--- src/aqm_defines.vh ---
// Purpose: Shared constants of the acquisition memory arbiter.
// Assumes: One 200 MHz clock, synchronous active-low reset.
// Notes:   Definitions only; included by its bare name.
`ifndef AQM_DEFINES_VH
`define AQM_DEFINES_VH

`define AQM_CLK_MHZ        200
`define AQM_ADDR_W         17
`define AQM_DATA_W         16
`define AQM_CHAN_W         15
`define AQM_CNT_W          32
`define AQM_FIFO_DEPTH     4
`define AQM_LT_W           32

// Live timer tick period and its cycle count
`define AQM_LT_TICK_US     10
`define AQM_LT_TICK_CYC    (`AQM_LT_TICK_US * `AQM_CLK_MHZ)

// Activity indicator stretch time and its cycle count
`define AQM_ACT_HOLD_MS    50
`define AQM_ACT_HOLD_CYC   (`AQM_ACT_HOLD_MS * 1000 * `AQM_CLK_MHZ)

`endif

--- src/aqm_arbiter.v ---
// Purpose: Acquisition memory port: ADC intake, channel increment, processor arbitration.
// Assumes: ADC ports and processor strobes synchronous to CLK_I.
// Notes:   Memory address is {port, channel, word}; two ports share the 128k words.
`timescale 1ns/1ps
`default_nettype none
`include "aqm_defines.vh"
module aqm_arbiter #(
    parameter [23:0] ACT_HOLD_CYC = `AQM_ACT_HOLD_CYC,
    parameter [15:0] LT_TICK_CYC  = `AQM_LT_TICK_CYC,
    parameter        FIFO_DEPTH   = `AQM_FIFO_DEPTH,
    parameter        FIFO_AW      = 2
) (
    input  wire                     CLK_I,
    input  wire                     RST_N_I,
    input  wire [`AQM_CHAN_W-1:0]   ADC1_CHAN_I,
    input  wire                     ADC1_READY_I,
    output reg                      ADC1_ACCEPT_O,
    input  wire [`AQM_CHAN_W-1:0]   ADC2_CHAN_I,
    input  wire                     ADC2_READY_I,
    output reg                      ADC2_ACCEPT_O,
    input  wire                     LT1_GATE_I,
    input  wire                     LT2_GATE_I,
    input  wire                     LT_CLEAR_I,
    output wire [`AQM_LT_W-1:0]     LT1_COUNT_O,
    output wire [`AQM_LT_W-1:0]     LT2_COUNT_O,
    output reg                      PORT_ONE_ACTIVITY_LED_O,
    output reg                      PORT_TWO_ACTIVITY_LED_O,
    input  wire                     CPU_REQ_I,
    input  wire                     CPU_RD_N_I,
    input  wire                     CPU_WR_N_I,
    output reg                      PROCESSOR_WAIT_RELEASE_O,
    output reg                      CPU_ADDR_BUF_EN_N_O,
    output reg                      CPU_DATA_BUF_EN_N_O,
    output reg  [`AQM_ADDR_W-1:0]   MEM_AD_O,
    output reg                      MEM_AD_OE_O,
    input  wire [`AQM_DATA_W-1:0]   MEM_AD_I,
    output reg                      MEM_ALE_O,
    output reg                      MEM_CS_N_O,
    output reg                      MEM_OE_N_O,
    output reg                      MEM_WE_N_O
);
    localparam [3:0] S_IDLE = 4'h0;
    localparam [3:0] S_RALE = 4'h1;
    localparam [3:0] S_RD   = 4'h2;
    localparam [3:0] S_RCAP = 4'h3;
    localparam [3:0] S_INC  = 4'h4;
    localparam [3:0] S_WALE = 4'h5;
    localparam [3:0] S_WR   = 4'h6;
    localparam [3:0] S_WEND = 4'h7;
    localparam [3:0] S_GNT  = 4'h8;
    localparam       QW     = `AQM_CHAN_W + 1;

    reg  [3:0]              state_q;
    reg                     half_q;
    reg  [QW-1:0]           wadr_q;
    reg  [`AQM_CNT_W-1:0]   cnt_q;
    reg                     after_cpu_q;
    reg                     taken1_q;
    reg                     taken2_q;
    reg                     rr_q;
    reg  [23:0]             hold1_q;
    reg  [23:0]             hold2_q;

    wire                    req1;
    wire                    req2;
    wire                    sel2;
    wire                    in_valid;
    wire                    in_ready;
    wire [QW-1:0]           in_data;
    wire                    q_valid;
    wire [QW-1:0]           q_data;
    wire                    take_acq;
    wire                    q_pop;
    wire                    acc1;
    wire                    acc2;

    // A port is not taken again until it drops ready, so one conversion is one entry
    assign req1     = ADC1_READY_I & ~taken1_q & ~ADC1_ACCEPT_O;
    assign req2     = ADC2_READY_I & ~taken2_q & ~ADC2_ACCEPT_O;
    assign sel2     = req2 & (~req1 | rr_q);
    assign in_valid = req1 | req2;
    assign in_data  = sel2 ? {1'b1, ADC2_CHAN_I} : {1'b0, ADC1_CHAN_I};
    assign acc1     = in_valid & in_ready & ~sel2;
    assign acc2     = in_valid & in_ready & sel2;

    // After a grant, one queued conversion goes first so a busy processor cannot starve intake
    assign take_acq = q_valid & (~CPU_REQ_I | after_cpu_q);
    assign q_pop    = (state_q == S_IDLE) & take_acq;

    aqm_fifo #(
        .WIDTH (QW),
        .DEPTH (FIFO_DEPTH),
        .AW    (FIFO_AW)
    ) u_fifo (
        .clk_i       (CLK_I),
        .rst_n_i     (RST_N_I),
        .in_valid_i  (in_valid),
        .in_ready_o  (in_ready),
        .in_data_i   (in_data),
        .out_valid_o (q_valid),
        .out_ready_i (q_pop),
        .out_data_o  (q_data)
    );

    aqm_live_timer #(
        .CW       (`AQM_LT_W),
        .TICK_CYC (LT_TICK_CYC)
    ) u_lt1 (
        .clk_i   (CLK_I),
        .rst_n_i (RST_N_I),
        .gate_i  (LT1_GATE_I),
        .clear_i (LT_CLEAR_I),
        .count_o (LT1_COUNT_O)
    );

    aqm_live_timer #(
        .CW       (`AQM_LT_W),
        .TICK_CYC (LT_TICK_CYC)
    ) u_lt2 (
        .clk_i   (CLK_I),
        .rst_n_i (RST_N_I),
        .gate_i  (LT2_GATE_I),
        .clear_i (LT_CLEAR_I),
        .count_o (LT2_COUNT_O)
    );

    // Port intake and activity indicators
    always @(posedge CLK_I) begin
        if (!RST_N_I) begin
            ADC1_ACCEPT_O           <= 1'b0;
            ADC2_ACCEPT_O           <= 1'b0;
            taken1_q                <= 1'b0;
            taken2_q                <= 1'b0;
            rr_q                    <= 1'b0;
            hold1_q                 <= 24'h00_0000;
            hold2_q                 <= 24'h00_0000;
            PORT_ONE_ACTIVITY_LED_O <= 1'b0;
            PORT_TWO_ACTIVITY_LED_O <= 1'b0;
        end else begin
            ADC1_ACCEPT_O <= acc1;
            ADC2_ACCEPT_O <= acc2;
            taken1_q      <= (taken1_q | ADC1_ACCEPT_O) & ADC1_READY_I;
            taken2_q      <= (taken2_q | ADC2_ACCEPT_O) & ADC2_READY_I;
            if (acc1 | acc2) begin
                rr_q <= ~sel2;
            end
            if (ADC1_ACCEPT_O) begin
                hold1_q <= ACT_HOLD_CYC;
            end else if (hold1_q != 24'h00_0000) begin
                hold1_q <= hold1_q - 24'h00_0001;
            end
            if (ADC2_ACCEPT_O) begin
                hold2_q <= ACT_HOLD_CYC;
            end else if (hold2_q != 24'h00_0000) begin
                hold2_q <= hold2_q - 24'h00_0001;
            end
            PORT_ONE_ACTIVITY_LED_O <= ADC1_ACCEPT_O | (hold1_q != 24'h00_0000);
            PORT_TWO_ACTIVITY_LED_O <= ADC2_ACCEPT_O | (hold2_q != 24'h00_0000);
        end
    end

    // Memory sequencer and processor grant
    always @(posedge CLK_I) begin
        if (!RST_N_I) begin
            state_q                  <= S_IDLE;
            half_q                   <= 1'b0;
            wadr_q                   <= {QW{1'b0}};
            cnt_q                    <= 32'h0000_0000;
            after_cpu_q              <= 1'b0;
            PROCESSOR_WAIT_RELEASE_O <= 1'b0;
            CPU_ADDR_BUF_EN_N_O      <= 1'b1;
            CPU_DATA_BUF_EN_N_O      <= 1'b1;
            MEM_AD_O                 <= 17'h0_0000;
            MEM_AD_OE_O              <= 1'b0;
            MEM_ALE_O                <= 1'b0;
            MEM_CS_N_O               <= 1'b1;
            MEM_OE_N_O               <= 1'b1;
            MEM_WE_N_O               <= 1'b1;
        end else begin
            case (state_q)
                S_IDLE: begin
                    if (take_acq) begin
                        wadr_q      <= q_data;
                        half_q      <= 1'b0;
                        after_cpu_q <= 1'b0;
                        MEM_AD_O    <= {q_data, 1'b0};
                        MEM_AD_OE_O <= 1'b1;
                        MEM_ALE_O   <= 1'b1;
                        MEM_CS_N_O  <= 1'b0;
                        state_q     <= S_RALE;
                    end else if (CPU_REQ_I) begin
                        // Own bus drivers are already off in idle before buffers open
                        CPU_ADDR_BUF_EN_N_O      <= 1'b0;
                        CPU_DATA_BUF_EN_N_O      <= 1'b0;
                        PROCESSOR_WAIT_RELEASE_O <= 1'b1;
                        MEM_CS_N_O               <= 1'b0;
                        state_q                  <= S_GNT;
                    end
                end
                S_RALE: begin
                    MEM_ALE_O   <= 1'b0;
                    MEM_AD_OE_O <= 1'b0;
                    MEM_OE_N_O  <= 1'b0;
                    state_q     <= S_RD;
                end
                S_RD: begin
                    // One settling cycle for the memory output
                    state_q <= S_RCAP;
                end
                S_RCAP: begin
                    MEM_OE_N_O <= 1'b1;
                    if (!half_q) begin
                        cnt_q[15:0] <= MEM_AD_I;
                        half_q      <= 1'b1;
                        MEM_AD_O    <= {wadr_q, 1'b1};
                        MEM_AD_OE_O <= 1'b1;
                        MEM_ALE_O   <= 1'b1;
                        state_q     <= S_RALE;
                    end else begin
                        cnt_q[31:16] <= MEM_AD_I;
                        state_q      <= S_INC;
                    end
                end
                S_INC: begin
                    // Saturate so a full channel never wraps to zero
                    if (cnt_q != 32'hFFFF_FFFF) begin
                        cnt_q <= cnt_q + 32'h0000_0001;
                    end
                    half_q      <= 1'b0;
                    MEM_AD_O    <= {wadr_q, 1'b0};
                    MEM_AD_OE_O <= 1'b1;
                    MEM_ALE_O   <= 1'b1;
                    state_q     <= S_WALE;
                end
                S_WALE: begin
                    MEM_ALE_O  <= 1'b0;
                    MEM_AD_O   <= {1'b0, (half_q ? cnt_q[31:16] : cnt_q[15:0])};
                    MEM_WE_N_O <= 1'b0;
                    state_q    <= S_WR;
                end
                S_WR: begin
                    MEM_WE_N_O <= 1'b1;
                    state_q    <= S_WEND;
                end
                S_WEND: begin
                    if (!half_q) begin
                        half_q    <= 1'b1;
                        MEM_AD_O  <= {wadr_q, 1'b1};
                        MEM_ALE_O <= 1'b1;
                        state_q   <= S_WALE;
                    end else begin
                        MEM_AD_OE_O <= 1'b0;
                        MEM_CS_N_O  <= 1'b1;
                        state_q     <= S_IDLE;
                    end
                end
                S_GNT: begin
                    // Processor strobes pass through only while granted
                    MEM_OE_N_O <= CPU_RD_N_I;
                    MEM_WE_N_O <= CPU_WR_N_I;
                    if (!CPU_REQ_I) begin
                        CPU_ADDR_BUF_EN_N_O      <= 1'b1;
                        CPU_DATA_BUF_EN_N_O      <= 1'b1;
                        PROCESSOR_WAIT_RELEASE_O <= 1'b0;
                        MEM_OE_N_O               <= 1'b1;
                        MEM_WE_N_O               <= 1'b1;
                        MEM_CS_N_O               <= 1'b1;
                        after_cpu_q              <= 1'b1;
                        state_q                  <= S_IDLE;
                    end
                end
                default: begin
                    MEM_AD_OE_O <= 1'b0;
                    MEM_CS_N_O  <= 1'b1;
                    state_q     <= S_IDLE;
                end
            endcase
        end
    end
endmodule // aqm_arbiter
`default_nettype wire

--- src/aqm_fifo.v ---
// Purpose: Small synchronous FIFO for queued conversions.
// Assumes: Single clock, synchronous active-low reset.
// Notes:   Depth must be a power of two.
`timescale 1ns/1ps
`default_nettype none
module aqm_fifo #(
    parameter WIDTH = 16,
    parameter DEPTH = 4,
    parameter AW    = 2
) (
    input  wire             clk_i,
    input  wire             rst_n_i,
    input  wire             in_valid_i,
    output wire             in_ready_o,
    input  wire [WIDTH-1:0] in_data_i,
    output wire             out_valid_o,
    input  wire             out_ready_i,
    output wire [WIDTH-1:0] out_data_o
);
    reg  [WIDTH-1:0] mem_q [0:DEPTH-1];
    reg  [AW-1:0]    wr_q;
    reg  [AW-1:0]    rd_q;
    reg  [AW:0]      cnt_q;
    wire             push;
    wire             pop;

    assign in_ready_o  = (cnt_q != DEPTH[AW:0]);
    assign out_valid_o = (cnt_q != {(AW+1){1'b0}});
    assign out_data_o  = mem_q[rd_q];
    assign push        = in_valid_i & in_ready_o;
    assign pop         = out_valid_o & out_ready_i;

    always @(posedge clk_i) begin
        if (push) begin
            mem_q[wr_q] <= in_data_i;
        end
    end

    always @(posedge clk_i) begin
        if (!rst_n_i) begin
            wr_q  <= {AW{1'b0}};
            rd_q  <= {AW{1'b0}};
            cnt_q <= {(AW+1){1'b0}};
        end else begin
            if (push) begin
                wr_q <= wr_q + 1'b1;
            end
            if (pop) begin
                rd_q <= rd_q + 1'b1;
            end
            if (push && !pop) begin
                cnt_q <= cnt_q + 1'b1;
            end else if (pop && !push) begin
                cnt_q <= cnt_q - 1'b1;
            end
        end
    end
endmodule // aqm_fifo
`default_nettype wire

--- src/aqm_live_timer.v ---
// Purpose: Externally gated live time counter for one ADC port.
// Assumes: Gate is synchronous to the clock.
// Notes:   Counts whole ticks only; a partial tick is held while the gate is low.
`timescale 1ns/1ps
`default_nettype none
module aqm_live_timer #(
    parameter        CW       = 32,
    parameter [15:0] TICK_CYC = 16'd2000
) (
    input  wire          clk_i,
    input  wire          rst_n_i,
    input  wire          gate_i,
    input  wire          clear_i,
    output reg  [CW-1:0] count_o
);
    reg [15:0] pre_q;

    always @(posedge clk_i) begin
        if (!rst_n_i) begin
            pre_q   <= 16'h0000;
            count_o <= {CW{1'b0}};
        end else if (clear_i) begin
            pre_q   <= 16'h0000;
            count_o <= {CW{1'b0}};
        end else if (gate_i) begin
            if (pre_q == TICK_CYC - 16'h0001) begin
                pre_q   <= 16'h0000;
                count_o <= count_o + 1'b1;
            end else begin
                pre_q <= pre_q + 16'h0001;
            end
        end
    end
endmodule // aqm_live_timer
`default_nettype wire

--- config.mk ---
export PLATFORM = sky130hd
export DESIGN_NAME = aqm_arbiter
export DESIGN_NICKNAME = d
export VERILOG_FILES = /design/src/aqm_arbiter.v /design/src/aqm_fifo.v /design/src/aqm_live_timer.v
export VERILOG_INCLUDE_DIRS = /design/src
export SDC_FILE = /design/constraint.sdc
export NUM_CORES = 1
export LEC_CHECK = 0
export BUFFER_PORTS_ARGS = -buffer_cell sky130_fd_sc_hd__buf_2
export CAP_MARGIN = 20
export CORE_MARGIN = 4
export CORE_UTILIZATION = 42
export CTS_CLUSTER_SIZE = 8
export DETAILED_ROUTE_END_ITERATION = 8
export HOLD_SLACK_MARGIN = 0.05
export PLACE_DENSITY = 0.58
export RECOVER_POWER = 50
export SETUP_SLACK_MARGIN = 0.1
export SYNTH_ARGS = -nofsm -noshare
export SYNTH_HDL_FRONTEND = slang
export SYNTH_HIERARCHICAL = 1
export SYNTH_SLANG_ARGS = --single-unit
--- constraint.sdc ---
create_clock -name CLK_I -period 4.6 [get_ports CLK_I]
set_input_delay 0 -clock CLK_I [delete_from_list [all_inputs] [get_ports CLK_I]]
set_output_delay 0 -clock CLK_I [all_outputs]
set_load 0.1 [all_outputs]
Yosys cells after proc, flatten, opt, wreduce, memory -nomap -nowiden. Memory sizes are Yosys's and may differ from the RTL's. A register that Yosys moved wholly into a read port is not among the register bits. Cells that the tools add are included.

$add $sub $neg: 11. Equality and inequality tests: 22. Muxes and demuxes: 50. Bitwise gates (word level): 31. Reductions and logical operators: 38.

Operator list (count): 32-bit by 1-bit adder with 32-bit output (second input constant) (3); 16-bit 2-to-1 mux (6); 24-bit 2-to-1 mux (4); 17-bit one-hot mux with 4 select lines (1); 32-bit one-hot mux with 2 select lines (1); 24-bit nonzero test (2); 24-bit by 1-bit subtractor with 24-bit output (second input constant) (2); 4-bit one-hot mux with 9 select lines (1); 17-bit 2-to-1 mux (2); 16-bit by 1-bit adder with 16-bit output (second input constant) (2); 16-bit by 11-bit == test with 1-bit output (second input constant) (2); 32-bit 2-to-1 mux (1); 32-bit != test (second input constant) (1); 2-bit != test (second input constant) (9); 4-bit by 3-bit == test with 1-bit output (second input constant) (4); 1-bit 2-to-1 mux (16); 3-bit AND reduction (5); 1-bit bitwise AND (13); 3-bit 2-to-1 mux (4); 4-bit 2-to-1 mux (3); 4-bit AND reduction (3); 3-bit nonzero test (4); 1-bit NOT (10); 2-bit AND reduction (5); other kinds (21) (48).

Flip-flop bits (word level): 236. Bits in writable memories: 64. Input port bits: 56. Output and inout bits: 93. Logic and storage cells: 185. Memories kept: 1.

Memory list: u_fifo.mem_q (words 4, bits a word 16, read ports 1, clocked after Yosys merged registers in 1, write ports 1, RTL line aqm_fifo.v:20) `reg [WIDTH-1:0] mem_q [0:DEPTH-1];`.

Logic depth before layout (Yosys ltp). Gate-level depths: netlist of run 1.

Word-level depth: 9. Gate-level depth with buffers: 13. Gate-level depth less buffers: 11.

Modules after synthesis. Netlist of run 1, hierarchy kept.

By module, submodules not included: aqm_arbiter (instances 1, cells each 911, area an instance 7587.3 sq um, sequential area each 2662.6 sq um); aqm_fifo (instances 1, cells each 132, area an instance 2841.5 sq um, sequential area each 2102.0 sq um); aqm_live_timer (u_lt2) (instances 1, cells each 279, area an instance 2328.5 sq um, sequential area each 960.9 sq um); aqm_live_timer (u_lt1) (instances 1, cells each 257, area an instance 2189.6 sq um, sequential area each 960.9 sq um).

Worst setup path before layout of run 1. Ideal clock, no wire load.

Path kind: reg-to-reg. From: reg u_fifo.cnt_q[1]. To: reg u_fifo.cnt_q[2]. Library setup time: 0.076 ns. Arrival: 3.057 ns. Required time: 4.524 ns. Slack: 1.467 ns. Stages on the path, launching flop included: 14. Buffers on the path: 2. Clock period less this slack: 3.133 ns. Path through: dfxtp_1 or3_1 and3_1 clkbuf_1 nand2_1 clkbuf_1 inv_1 o31ai_4 ha_1 inv_1 fa_1 xor2_1 or3_1 a21boi_0.

Word-level cells in the longest chain between the ends: 7. Elaborated cells between the ends (all ways): 15. Those cells by class: add/sub (2); eq/ne (1); mux (2); bitwise (4); reduce/logical (6).

Ends and longest elaborated chain: start: declaration (RTL line aqm_fifo.v:23) `reg [AW:0] cnt_q;`; start signal: assignment (RTL line aqm_fifo.v:43) `cnt_q <= {(AW+1){1'b0}};`; start signal: assignment (RTL line aqm_fifo.v:52) `cnt_q <= cnt_q + 1'b1;`; start signal: assignment (RTL line aqm_fifo.v:54) `cnt_q <= cnt_q - 1'b1;`; 3-bit nonzero test (*) (RTL line aqm_fifo.v:28) `assign out_valid_o = (cnt_q != {(AW+1){1'b0}});`; net q_valid (RTL line aqm_arbiter.v:70) `wire q_valid;`; 1-bit bitwise AND (*) (RTL line aqm_arbiter.v:87) `assign take_acq = q_valid & (~CPU_REQ_I | after_cpu_q);`; 1-bit bitwise AND (*) (RTL line aqm_arbiter.v:88) `assign q_pop = (state_q == S_IDLE) & take_acq;`; net q_pop (RTL line aqm_arbiter.v:73) `wire q_pop;`; 1-bit bitwise AND (*) (RTL line aqm_fifo.v:31) `assign pop = out_valid_o & out_ready_i;`; 1-bit logical NOT (RTL line aqm_fifo.v:51) `if (push && !pop) begin`; 1-bit logical AND (RTL line aqm_fifo.v:51); 3-bit 2-to-1 mux / 2-bit nonzero test (equally long branches).

Mark *: on every way through the listed nets, which the timed path passes. The rest lies on a longest branch. The select of a mux whose other input is x is not followed. A chain may end at the register's enable or synchronous reset.

Final worst setup path of run 1.
From: reg state_q[3]. To: reg u_fifo.cnt_q[2].

Word-level cells in the longest chain between the ends: 6. Elaborated cells between the ends (all ways): 8. Those cells by class: mux (1); bitwise (2); reduce/logical (5).

Ends and longest elaborated chain: start: declaration (RTL line aqm_arbiter.v:53) `reg [3:0] state_q;`; start signal: assignment (RTL line aqm_arbiter.v:165) `state_q <= S_IDLE;`; start signal: assignment (RTL line aqm_arbiter.v:190) `state_q <= S_RALE;`; start signal: assignment (RTL line aqm_arbiter.v:197) `state_q <= S_GNT;`; 4-bit logical NOT (*) (RTL line aqm_arbiter.v:88); 1-bit bitwise AND (*) (RTL line aqm_arbiter.v:88); net q_pop (RTL line aqm_arbiter.v:73); 1-bit bitwise AND (*) (RTL line aqm_fifo.v:31); 1-bit logical NOT (RTL line aqm_fifo.v:51); 1-bit logical AND (RTL line aqm_fifo.v:51); 3-bit 2-to-1 mux / 2-bit nonzero test (equally long branches).

Mark *: on every way through the listed nets, which the timed path passes. The rest lies on a longest branch.

==> results of run 1 <==
## routing by layer
metal | vias up | routed length, um | global-route usage (%)
li1 | 6258 | - | -
met1 | 6117 | 17900 | 27.6
met2 | 342 | 17700 | 30.8
met3 | 57 | 2130 | 3.33
met4 | 0 | 843 | 5.73
met5 | - | 0 | 0
## cells in the final DEF, fill, tap and decap left out, drive strengths merged, types with 24 or more instances in the layout
cell,netlist,layout
o311a,24,24
o21ai,55,55
a21oi,86,86
nand3,82,82
buf,37,68
edfxtp,64,64
dfxtp,238,238
nand4,47,47
nor2,153,153
dlygate4sd3,0,56
o31ai,28,28
clkbuf,63,157
xor2,29,29
or3,44,44
mux2i,26,26
nand2,123,123
nor4,33,33
inv,32,34
nor3,38,38
xnor2,59,59
## layout make-up
class                   instances  area [um2]  share of cell area, %
repair buffers                222        1330                   7.61
flip-flops and latches        302        6690                   38.2
multi-input cells            1143        7580                   43.3
clock inverters                 4        53.8                  0.307
diodes                          1        2.50                 0.0143
well taps                     455         569                   3.25
clock buffers                  59        1160                   6.61
inverters                      34         128                  0.729
## worst min-delay path by stage
| stage | start | to | slack [ps] | cells past startpoint |
|---|---|---|---|---|
| 2_1_floorplan | ADC1_READY_I | taken1_q | 110 | 2 |
| 3_3_place_gp | ADC1_READY_I | taken1_q | 230 | 3 |
| 3_5_place_dp | ADC1_READY_I | taken1_q | 240 | 3 |
| 4_1_cts | ADC2_READY_I | taken2_q | 260 | 3 |
| 5_1_grt | ADC2_READY_I | taken2_q | 300 | 3 |
| 6_report | ADC2_READY_I | taken2_q | 290 | 3 |
## sequential cells by signal, indices dropped and copies added (netlist names), 16 cells and up, named ones only
name / flops
u_lt1/count_o: 32
hold1_q: 24
u_fifo/mem_q: 64
u_lt2/count_o: 32
hold2_q: 24
u_lt1/pre_q: 16
wadr_q: 16
cnt_q: 32
u_lt2/pre_q: 16
MEM_AD_O: 17
## logic make-up (layout without fill, tap and decap cells)
logic type | Yosys count | in the layout | synth area share (%)
other | 0 | 1 | 0
adders and majority gates | 15 | 15 | 1.31
buffers and inverters | 134 | 319 | 4.09
DFF | 302 | 302 | 44.7
and+or+nand+nor | 640 | 640 | 23.0
xor gates and xnor gates | 88 | 88 | 5.16
muxes | 57 | 57 | 5.43
AOI/OAI and AO/OA | 343 | 343 | 16.3
## repair_timing
action                     in CTS  in global routing
setup endpoints to repair       0                  0
hold endpoints to repair      121                  0
hold buffers                   56                  0
## worst max-delay path: stages, from the launching register on
cell and delay (ps):
dfxtp_2 960, inv_1 300, and3_1 490, nand2_1 190, inv_1 100, o31ai_4 80, ha_1 220, inv_1 60
fa_1 370, xor2_1 160, or3_1 310, a21boi_0 160
## metrics by stage
step	setup slack, ps	power [mW]
6_report	1120	10.0
5_1_grt	846	10.6
3_5_place_dp	1190	7.18
3_3_place_gp	1270	7.10
4_1_cts	1170	10.2
2_1_floorplan	1470	6.47
## power groups by stage
stage	Clock (mW)	Combinational, mW	Sequential (mW)
after CTS	2.98	3.52	3.68
after floorplan	0	2.23	4.24
final	2.88	3.47	3.65
after global placement	0	3.40	3.71
after detailed placement	0	3.45	3.73
after global routing	3.07	3.81	3.73
==> summary by stage, run 1 <==
Worst setup path
The sort of element at the end of the critical path is a flip-flop. The startpoint type of the worst setup path is a flip-flop. By startpoint and endpoint, the worst setup path is classified as flip-flop to flip-flop.

The worst register-to-register path begins at state_q[3]. The worst setup slack for register-to-register paths is 1120 ps. The required time of the worst setup path is 5060 ps.

The cell depth of the worst flop-to-flop path is 11. The critical path data arrival time is 3940 ps. Of all nets on the critical path, the largest fanout is 50. In this run the worst setup path begins at state_q[3]. The endpoint identified for the worst register-to-register timing path is u_fifo/cnt_q[2].

The critical path capture point is u_fifo/cnt_q[2].

GRT
The number of antenna violations at the first check in global routing is 1. The global-route total usage across every layer is 19.5%. The via count of the first global-routing pass is 12,100. The maximum number of pins on one net before global-route repair is 85. The global-route wire length before repair is ~63 mm.

The overall overflow remaining after global route is 0.

Clock tree
TritonCTS built the clock tree. The maximum level of the CTS H-tree is 2. At the later pin of the worst-skew pair, clock insertion delay measures 540 ps.

Counting the buffers created by CTS gives 44. The number of buffers inserted to repair setup after CTS is 0. The number of gates resized after CTS is 0.

After clock tree synthesis, the clock-pin slew on the worst setup and hold paths is roughly 50 ps. The tree is rooted in a clkbuf_16. For this design, the sink count on the clock tree is 302. The maximum buffer depth of the clock tree is 3.

Drt
The count of nets left with antenna violations once routing finished came out at 0. The number of vias per cell after detailed routing is 5.75. For this block, the routed nets add up to 38.6 mm of wire. The number of vias in the routed layout is 12,800. For this run, design rule violations remaining after detail routing come to 0. The pre-antenna-repair detailed-routing pass consisted of 7 iterations.

The number of DRC violations after detailed-routing iteration 0 is between 800 and 900. After detailed routing, the average wire length per cell comes to 17.4 um.

Yosys
In this run the biggest area consumer among cell types represents between 30% and 40% of the synthesized area. In the post-synthesis netlist, the cell with the most instances is dfxtp_1. Yosys attributes the largest share of cell area to dfxtp_1 32%, edfxtp_1 13%, nor2_1 3.8%, xnor2_1 3.5%, nand2_1 3.1%. The most used flip-flop cell after synthesis is dfxtp_1.

Counting flops and latches in the post-synthesis netlist gives 302. Synthesis produced a netlist with a net count of 1,650. The number of distinct library cell variants in the gate-level netlist after synthesis is between 80 and 90. In this run the cell area of the synthesized design comes to 0.0149 mm2. The synthesized design contains 64 enable-type register cells. In the synthesized netlist, the cells that appear most often are 238 x dfxtp_1, 152 x nor2_1, 123 x nand2_1. The post-synthesis area per instance is 9.47 um2. The proportion of register bits with asynchronous set or reset after synthesis is 0%. Summing the sequential cell areas from Yosys gives around 45% of the chip area. The instance count of the mapped netlist is 1,579. The number of warning messages in the yosys log is 6. The biggest area contributor in the post-synthesis netlist is dfxtp_1.

STA
After routing, the total negative slack on setup checks comes to 0 ps. At the pin with the least slew margin, the transition time is 1630 ps. The number of endpoints with negative hold slack in the final report is 0.

The post-route clock period utilization is 75.6%. Headroom to the max-slew limit came out at -10.0%. The number of failing setup endpoints in the final timing report is 0. Setup repair after global routing left no endpoint under its margin. The worst-case hold slack is 289 ps. The max-slew violation count is 16.

The fmax is 0.287 GHz. The final critical path time including I/O delays and setup is between 3000 and 4000 ps. The largest clock skew in the final design is roughly 19 ps.

Layout
From synthesis to final layout, the design area changed by 17.2%. The share of cells above drive strength 1 is 10.8%. The final cell utilization of the core is 50.3%. The count of non-filler cells in the finished layout is 2,220.

Counting the fill cells in the layout gives ~3,300. At the end of the flow, the number of nets in the layout was 1,818. After routing the design area is 0.0175 mm2.

Pwr
The analysis attributes to cell leakage a power of between 5 and 6 nW. For this design the total switching power over the nets is 3.88 mW. The worst-case IR drop observed on VDD is 0.000578 V. Of the total power, registers draw 36.5%.

The cell internal power dissipation is 6.13 mW. Combinational logic burns 34.7% of the power. The clock network fraction of design power is 28.8%. The power density over cell area is 571 mW/mm2. Of the total power, the share spent switching nets is slightly below 40%.

Floorplan
Pin placement for this block handled between 100 and 150 I/O pins. The initialized floorplan defines 68 standard-cell rows. The die covers 0.0387 mm2. The standard cell core area is around 0.035 mm2. The width of the die is roughly 200 um.

For this configuration, the core starts out at a cell density of 43.0%. The y dimension of the die is 197 um.

Placement
The number of placed instances, taps included is roughly 2,100. The last weighted congestion value of the routability-driven placer is 0.819. The placement-stage cell area is 0.0159 mm2.

The count of buffers added on input and output ports is 148. The detailed placement HPWL is 25.6 mm.

Run status
The run finished, with violations left. The final reports fail on capacitance limit, slew limit.

Run
The tool flagged a number of max-cap violations equal to 1.

Hold path
The path class of the tightest hold or removal check is primary input to flip-flop.
(Power assumes the default switching activity.)
==> run 2: changes to the inputs <==
--- a/config.mk
+++ b/config.mk
@@ -6,6 +6,7 @@
 export SDC_FILE = /design/constraint.sdc
 export NUM_CORES = 1
 export LEC_CHECK = 0
+export ABC_AREA = 1
 export BUFFER_PORTS_ARGS = -buffer_cell sky130_fd_sc_hd__buf_2
 export CAP_MARGIN = 20
 export CORE_MARGIN = 4
@@ -13,7 +14,7 @@
 export CTS_CLUSTER_SIZE = 8
 export DETAILED_ROUTE_END_ITERATION = 8
 export HOLD_SLACK_MARGIN = 0.05
-export PLACE_DENSITY = 0.58
+export PLACE_DENSITY = 0.6
 export RECOVER_POWER = 50
 export SETUP_SLACK_MARGIN = 0.1
 export SYNTH_ARGS = -nofsm -noshare
==> constraint.sdc (replaced) <==
create_clock -name CLK_I -period 3.15 [get_ports CLK_I]
set_input_delay 0 -clock CLK_I [delete_from_list [all_inputs] [get_ports CLK_I]]
set_output_delay 0 -clock CLK_I [all_outputs]
set_load 0.1 [all_outputs]
==> summary by stage, run 2 <==
Yosys
The number of enable flip-flop cells after synthesis is 64 (unchanged). The arithmetic-cell share of the synthesized area counting full adders, half adders and majority gates is 1.18% (-0.13 points). The proportion of register bits with asynchronous set or reset after synthesis is 0% (unchanged). The net count after synthesis is 2,534 (+54%). By instance count, the leading cell after synthesis is nand2_1. The library cell with the largest summed area after synthesis is dfxtp_1. In the synthesized netlist, the cells that appear most often are 660 x nand2_1, 506 x nor2_1, 238 x dfxtp_1, 238 x inv_1, 146 x nand3_1. The flip-flop and latch count after synthesis is 302 (unchanged).

The instance count of the mapped netlist came to 2,463 (+56%). The number of distinct library cell variants in the gate-level netlist after synthesis is 48 (-45%). The post-synthesis area per instance was 6.72 um2 (-29%). By area the synthesized netlist is led by dfxtp_1 29%, nand2_1 15%, edfxtp_1 12%, nor2_1 11%, inv_1 5.4%.

The area share of xor/xnor cells in the synthesized design is 1.75% (-3.4 points). The most used flip-flop cell after synthesis is dfxtp_1. The mux share of post-synthesis cell area is 0% (-5.4 points).

The number of warning messages in the yosys log came to 6 (unchanged). The simple logic cell fraction of the synthesized area was 39.5% (+17 points). The post-synthesis sequential area ratio is 40.4% (-4.3 points). The post-synthesis instance area was 0.0166 mm2 (+11%). The share of the synthesized area in compound gates (AO/OA/AOI/OAI) was 8.99% (-7.3 points).

After synthesis, the largest family of logic cells by area is simple AND/OR/NAND/NOR gates. The fraction of synthesized cell area taken by the top area cell type was 28.8% (-3.1 points).

Clock tree
CTS placed an instance of clkbuf_16 at the clock tree root. The number of buffers inserted to repair setup after CTS came to 0 (unchanged). The maximum buffer depth of the clock tree came to 3 (unchanged). The clock latency of the later-clocked register in the worst-skew pair is 570 ps (+30 ps).

TritonCTS built the clock tree. The number of clock sinks seen by CTS came to 302 (unchanged). The clock transition at the register clock pins on the worst setup and hold paths after CTS came to 50 ps (about the same).

The TritonCTS buffer count is 44 (unchanged). The maximum level of the CTS H-tree is 2 (unchanged).

Worst setup path
Traced cell by cell, the critical path runs through dlygate4sd3_1 -> clkbuf_1 -> clkbuf_2 -> nand2_1 -> a211oi_1. The required time of the worst setup path is 3610 ps (-1450 ps). The startpoint type of the worst setup path is a primary input. The sort of element at the end of the critical path is a flip-flop.

The worst setup slack for register-to-register paths came to 410 ps (-710 ps). The highest-delay cell along the critical path is clkbuf_2. The worst setup path is of the primary input to flip-flop kind. The maximum fanout count along the critical path is 78 (+56%). The maximum single-stage delay on the critical path is 1270 ps (+310 ps). The critical path data arrival time came to 3210 ps (-730 ps).

Layout
The number of nets at the end of the flow is 2,732 (+50%). The register area is 0.00669 mm2 (about the same). The total of fill cells in the finished design is 4,005 (+22%). The commonest non-fill, non-tap cell in the layout is nand2_1. The area occupied by multi-input gates is 0.00846 mm2 (+12%). Leaving out fill and tap cells, the most frequent cells in the layout are 661 x nand2_1, 512 x nor2_1, 239 x inv_1.

The final antenna diode count came to 0 (-1). The flip-flop count of the largest register, all copies and words added is 64 (unchanged). The area growth from synthesis to layout is 16.2%.

The share of cells above drive strength 1 is 7.77% (-3.0 points). u_fifo/mem_q holds more flip-flops than any other register.

STA
The post-layout worst setup margin is 400 ps (-721 ps). The actual transition at the worst max-transition pin is 1790 ps (+157 ps). Static timing analysis puts the maximum clock frequency at 0.364 GHz. The final critical path time including I/O delays and setup is approximately 2800 ps. The post-route clock period utilization is 87.3%.

The worst-case hold slack is 248 ps (-41.5 ps). The number of endpoints with negative hold slack in the final report came to 0 (unchanged). The number of failing setup endpoints in the final timing report was 0 (unchanged).

The largest clock skew in the final design is 15.2 ps (-3.68 ps). The headroom to the max-slew limit is -19.4% (-9.3 points). The max-slew violation count was 99 (+83). Setup repair after global routing left no endpoint under its margin.

The setup TNS came to 0 ps (unchanged).

Drt
The number of remaining DRC errors was 0 (unchanged). The number of DRC violations after detailed-routing iteration 0 is 984 (+10%). The number of vias per cell after detailed routing is 5.06 (-12%). The number of vias in the routed layout is 16,200 (+27%). The final wirelength is 47.1 mm (+22%).

The routed wirelength normalized by instance count is 14.7 um (-15%). The length of the first detailed-routing pass in iterations is 7 (unchanged). The number of routed nets with antenna violations is 0 (unchanged).

Floorplan
The standard cell core area is 0.0388 mm2 (+12%). The initial standard-cell utilization of the core was 42.6% (-0.32 points). The y dimension of the die came to 207 um (+5.0%). The overall die area is 0.0427 mm2 (+10%).

The number of I/O pins is 149 (unchanged). The width of the die came to 207 um (+5.0%). The number of standard-cell rows in the floorplan is 72 (+5.9%).

GRT
met2 is the most crowded layer. The overall overflow remaining after global route came to 0 (unchanged). The maximum number of pins on one net before global-route repair came to 79 (-7.1%). The number of antenna violations at the first check in global routing came to 0 (-1). The met2 routing resource usage after global routing came to 38.1% (+7.4 points). The met1 capacity usage during global routing is 27.1% (-0.50 points). The via count of the first global-routing pass came to 15,300 (+27%). The global-route wire length before repair is 75.6 mm (+19%).

The global-route total usage across every layer is 21.6% (+2.2 points). The global routing met3 resource utilization is 3.62% (+0.29 points).

Placement
The detailed placement HPWL is 33.5 mm (+31%). The last weighted congestion value of the routability-driven placer is 0.917 (+12%). The count of port buffers added during placement was 148 (unchanged). The worst setup slack before clock tree synthesis is 730 ps (-461 ps).

Hold path
The class of the tightest hold or removal check is primary input to flip-flop.

Pwr
The power density over cell area is 781 mW/mm2 (+37%). The leakage power is 7.89 nW (+35%). The peak ir drop on the vdd network is 0.000392 V (-32%).

Run status
The run finished, with violations left. The final reports fail on capacitance limit, slew limit.

Run
The number of max-cap violations was 2 (+1).
run 2: changes by cell type after synthesis, moves of 29 or more:
| cell | delta |
|---|---|
| nand3_1 | +64 |
| nand2_1 | +537 |
| o21ai_0 | +33 |
| nor2_1 | +354 |
| clkbuf_1 | -44 |
| or3_1 | -42 |
| xnor2_1 | -39 |
| inv_1 | +207 |
| o21ai_1 | +29 |
run 2: timing repair:
action	4_1_cts	5_1_grt
hold buffers	56	0
setup endpoints to repair	0	60
gates resized for setup	0	1
endpoints found under the hold margin	165	0
run 2: kinds of logic after synthesis:
logic type               Yosys count
buffers and inverters            321
AND/OR/NAND/NOR                 1516
XOR/XNOR                          33
adder cells (fa/ha/maj)           15
flip-flops                       302
AO/OA/AOI/OAI                    276
run 2: critical path: cells and delay by family:
family                 cells  cell delay (ps)
AOI/OAI and AO/OA          1              400
buffers and inverters      3             1920
and+or+nand+nor            1              830
run 2: per-layer routing:
layer	wire, um	share of wire (%)
met3	2290	4.9
met2	23000	49
met1	20600	44
met5	0	0
met4	1250	2.7
run 2: power breakdown:
part           leakage [nW]  total, mW  internal (mW)  switching (mW)
registers              2.53       5.25           4.74           0.510
clock network         0.590       4.26           2.56            1.71
logic                  4.77       5.50           1.61            3.89
total                  7.89       15.0           8.91            6.11
run 2: stage by stage:
stage	power (mW)	utilization, %	cells	cell area, um2
2_1_floorplan	9.57	-	2463	16600
3_3_place_gp	10.7	45.5	3077	17700
3_5_place_dp	10.8	45.5	3077	17700
4_1_cts	15.2	50.0	3195	19400
5_1_grt	16.1	49.5	3195	19200
6_report	15.0	49.5	3195	19200
run 2: final timing paths:
kind                   from               to  cells past startpoint
max                 RST_N_I       hold2_q[4]                      5
min            ADC2_READY_I         taken2_q                      4
max reg2reg  u_lt2/pre_q[0]  u_lt2/pre_q[13]                      8
min reg2reg        taken2_q         taken2_q                      2
run 2: layout make-up:
class                           instances  area share (%)
Multi-Input combinational cell       1840            44.0
Inverter                              256            5.03
Timing Repair Buffer                  217            6.54
Sequential cell                       302            34.8
Tap cell                              518            3.37
Clock buffer                           58            6.05
Clock inverter                          4           0.280
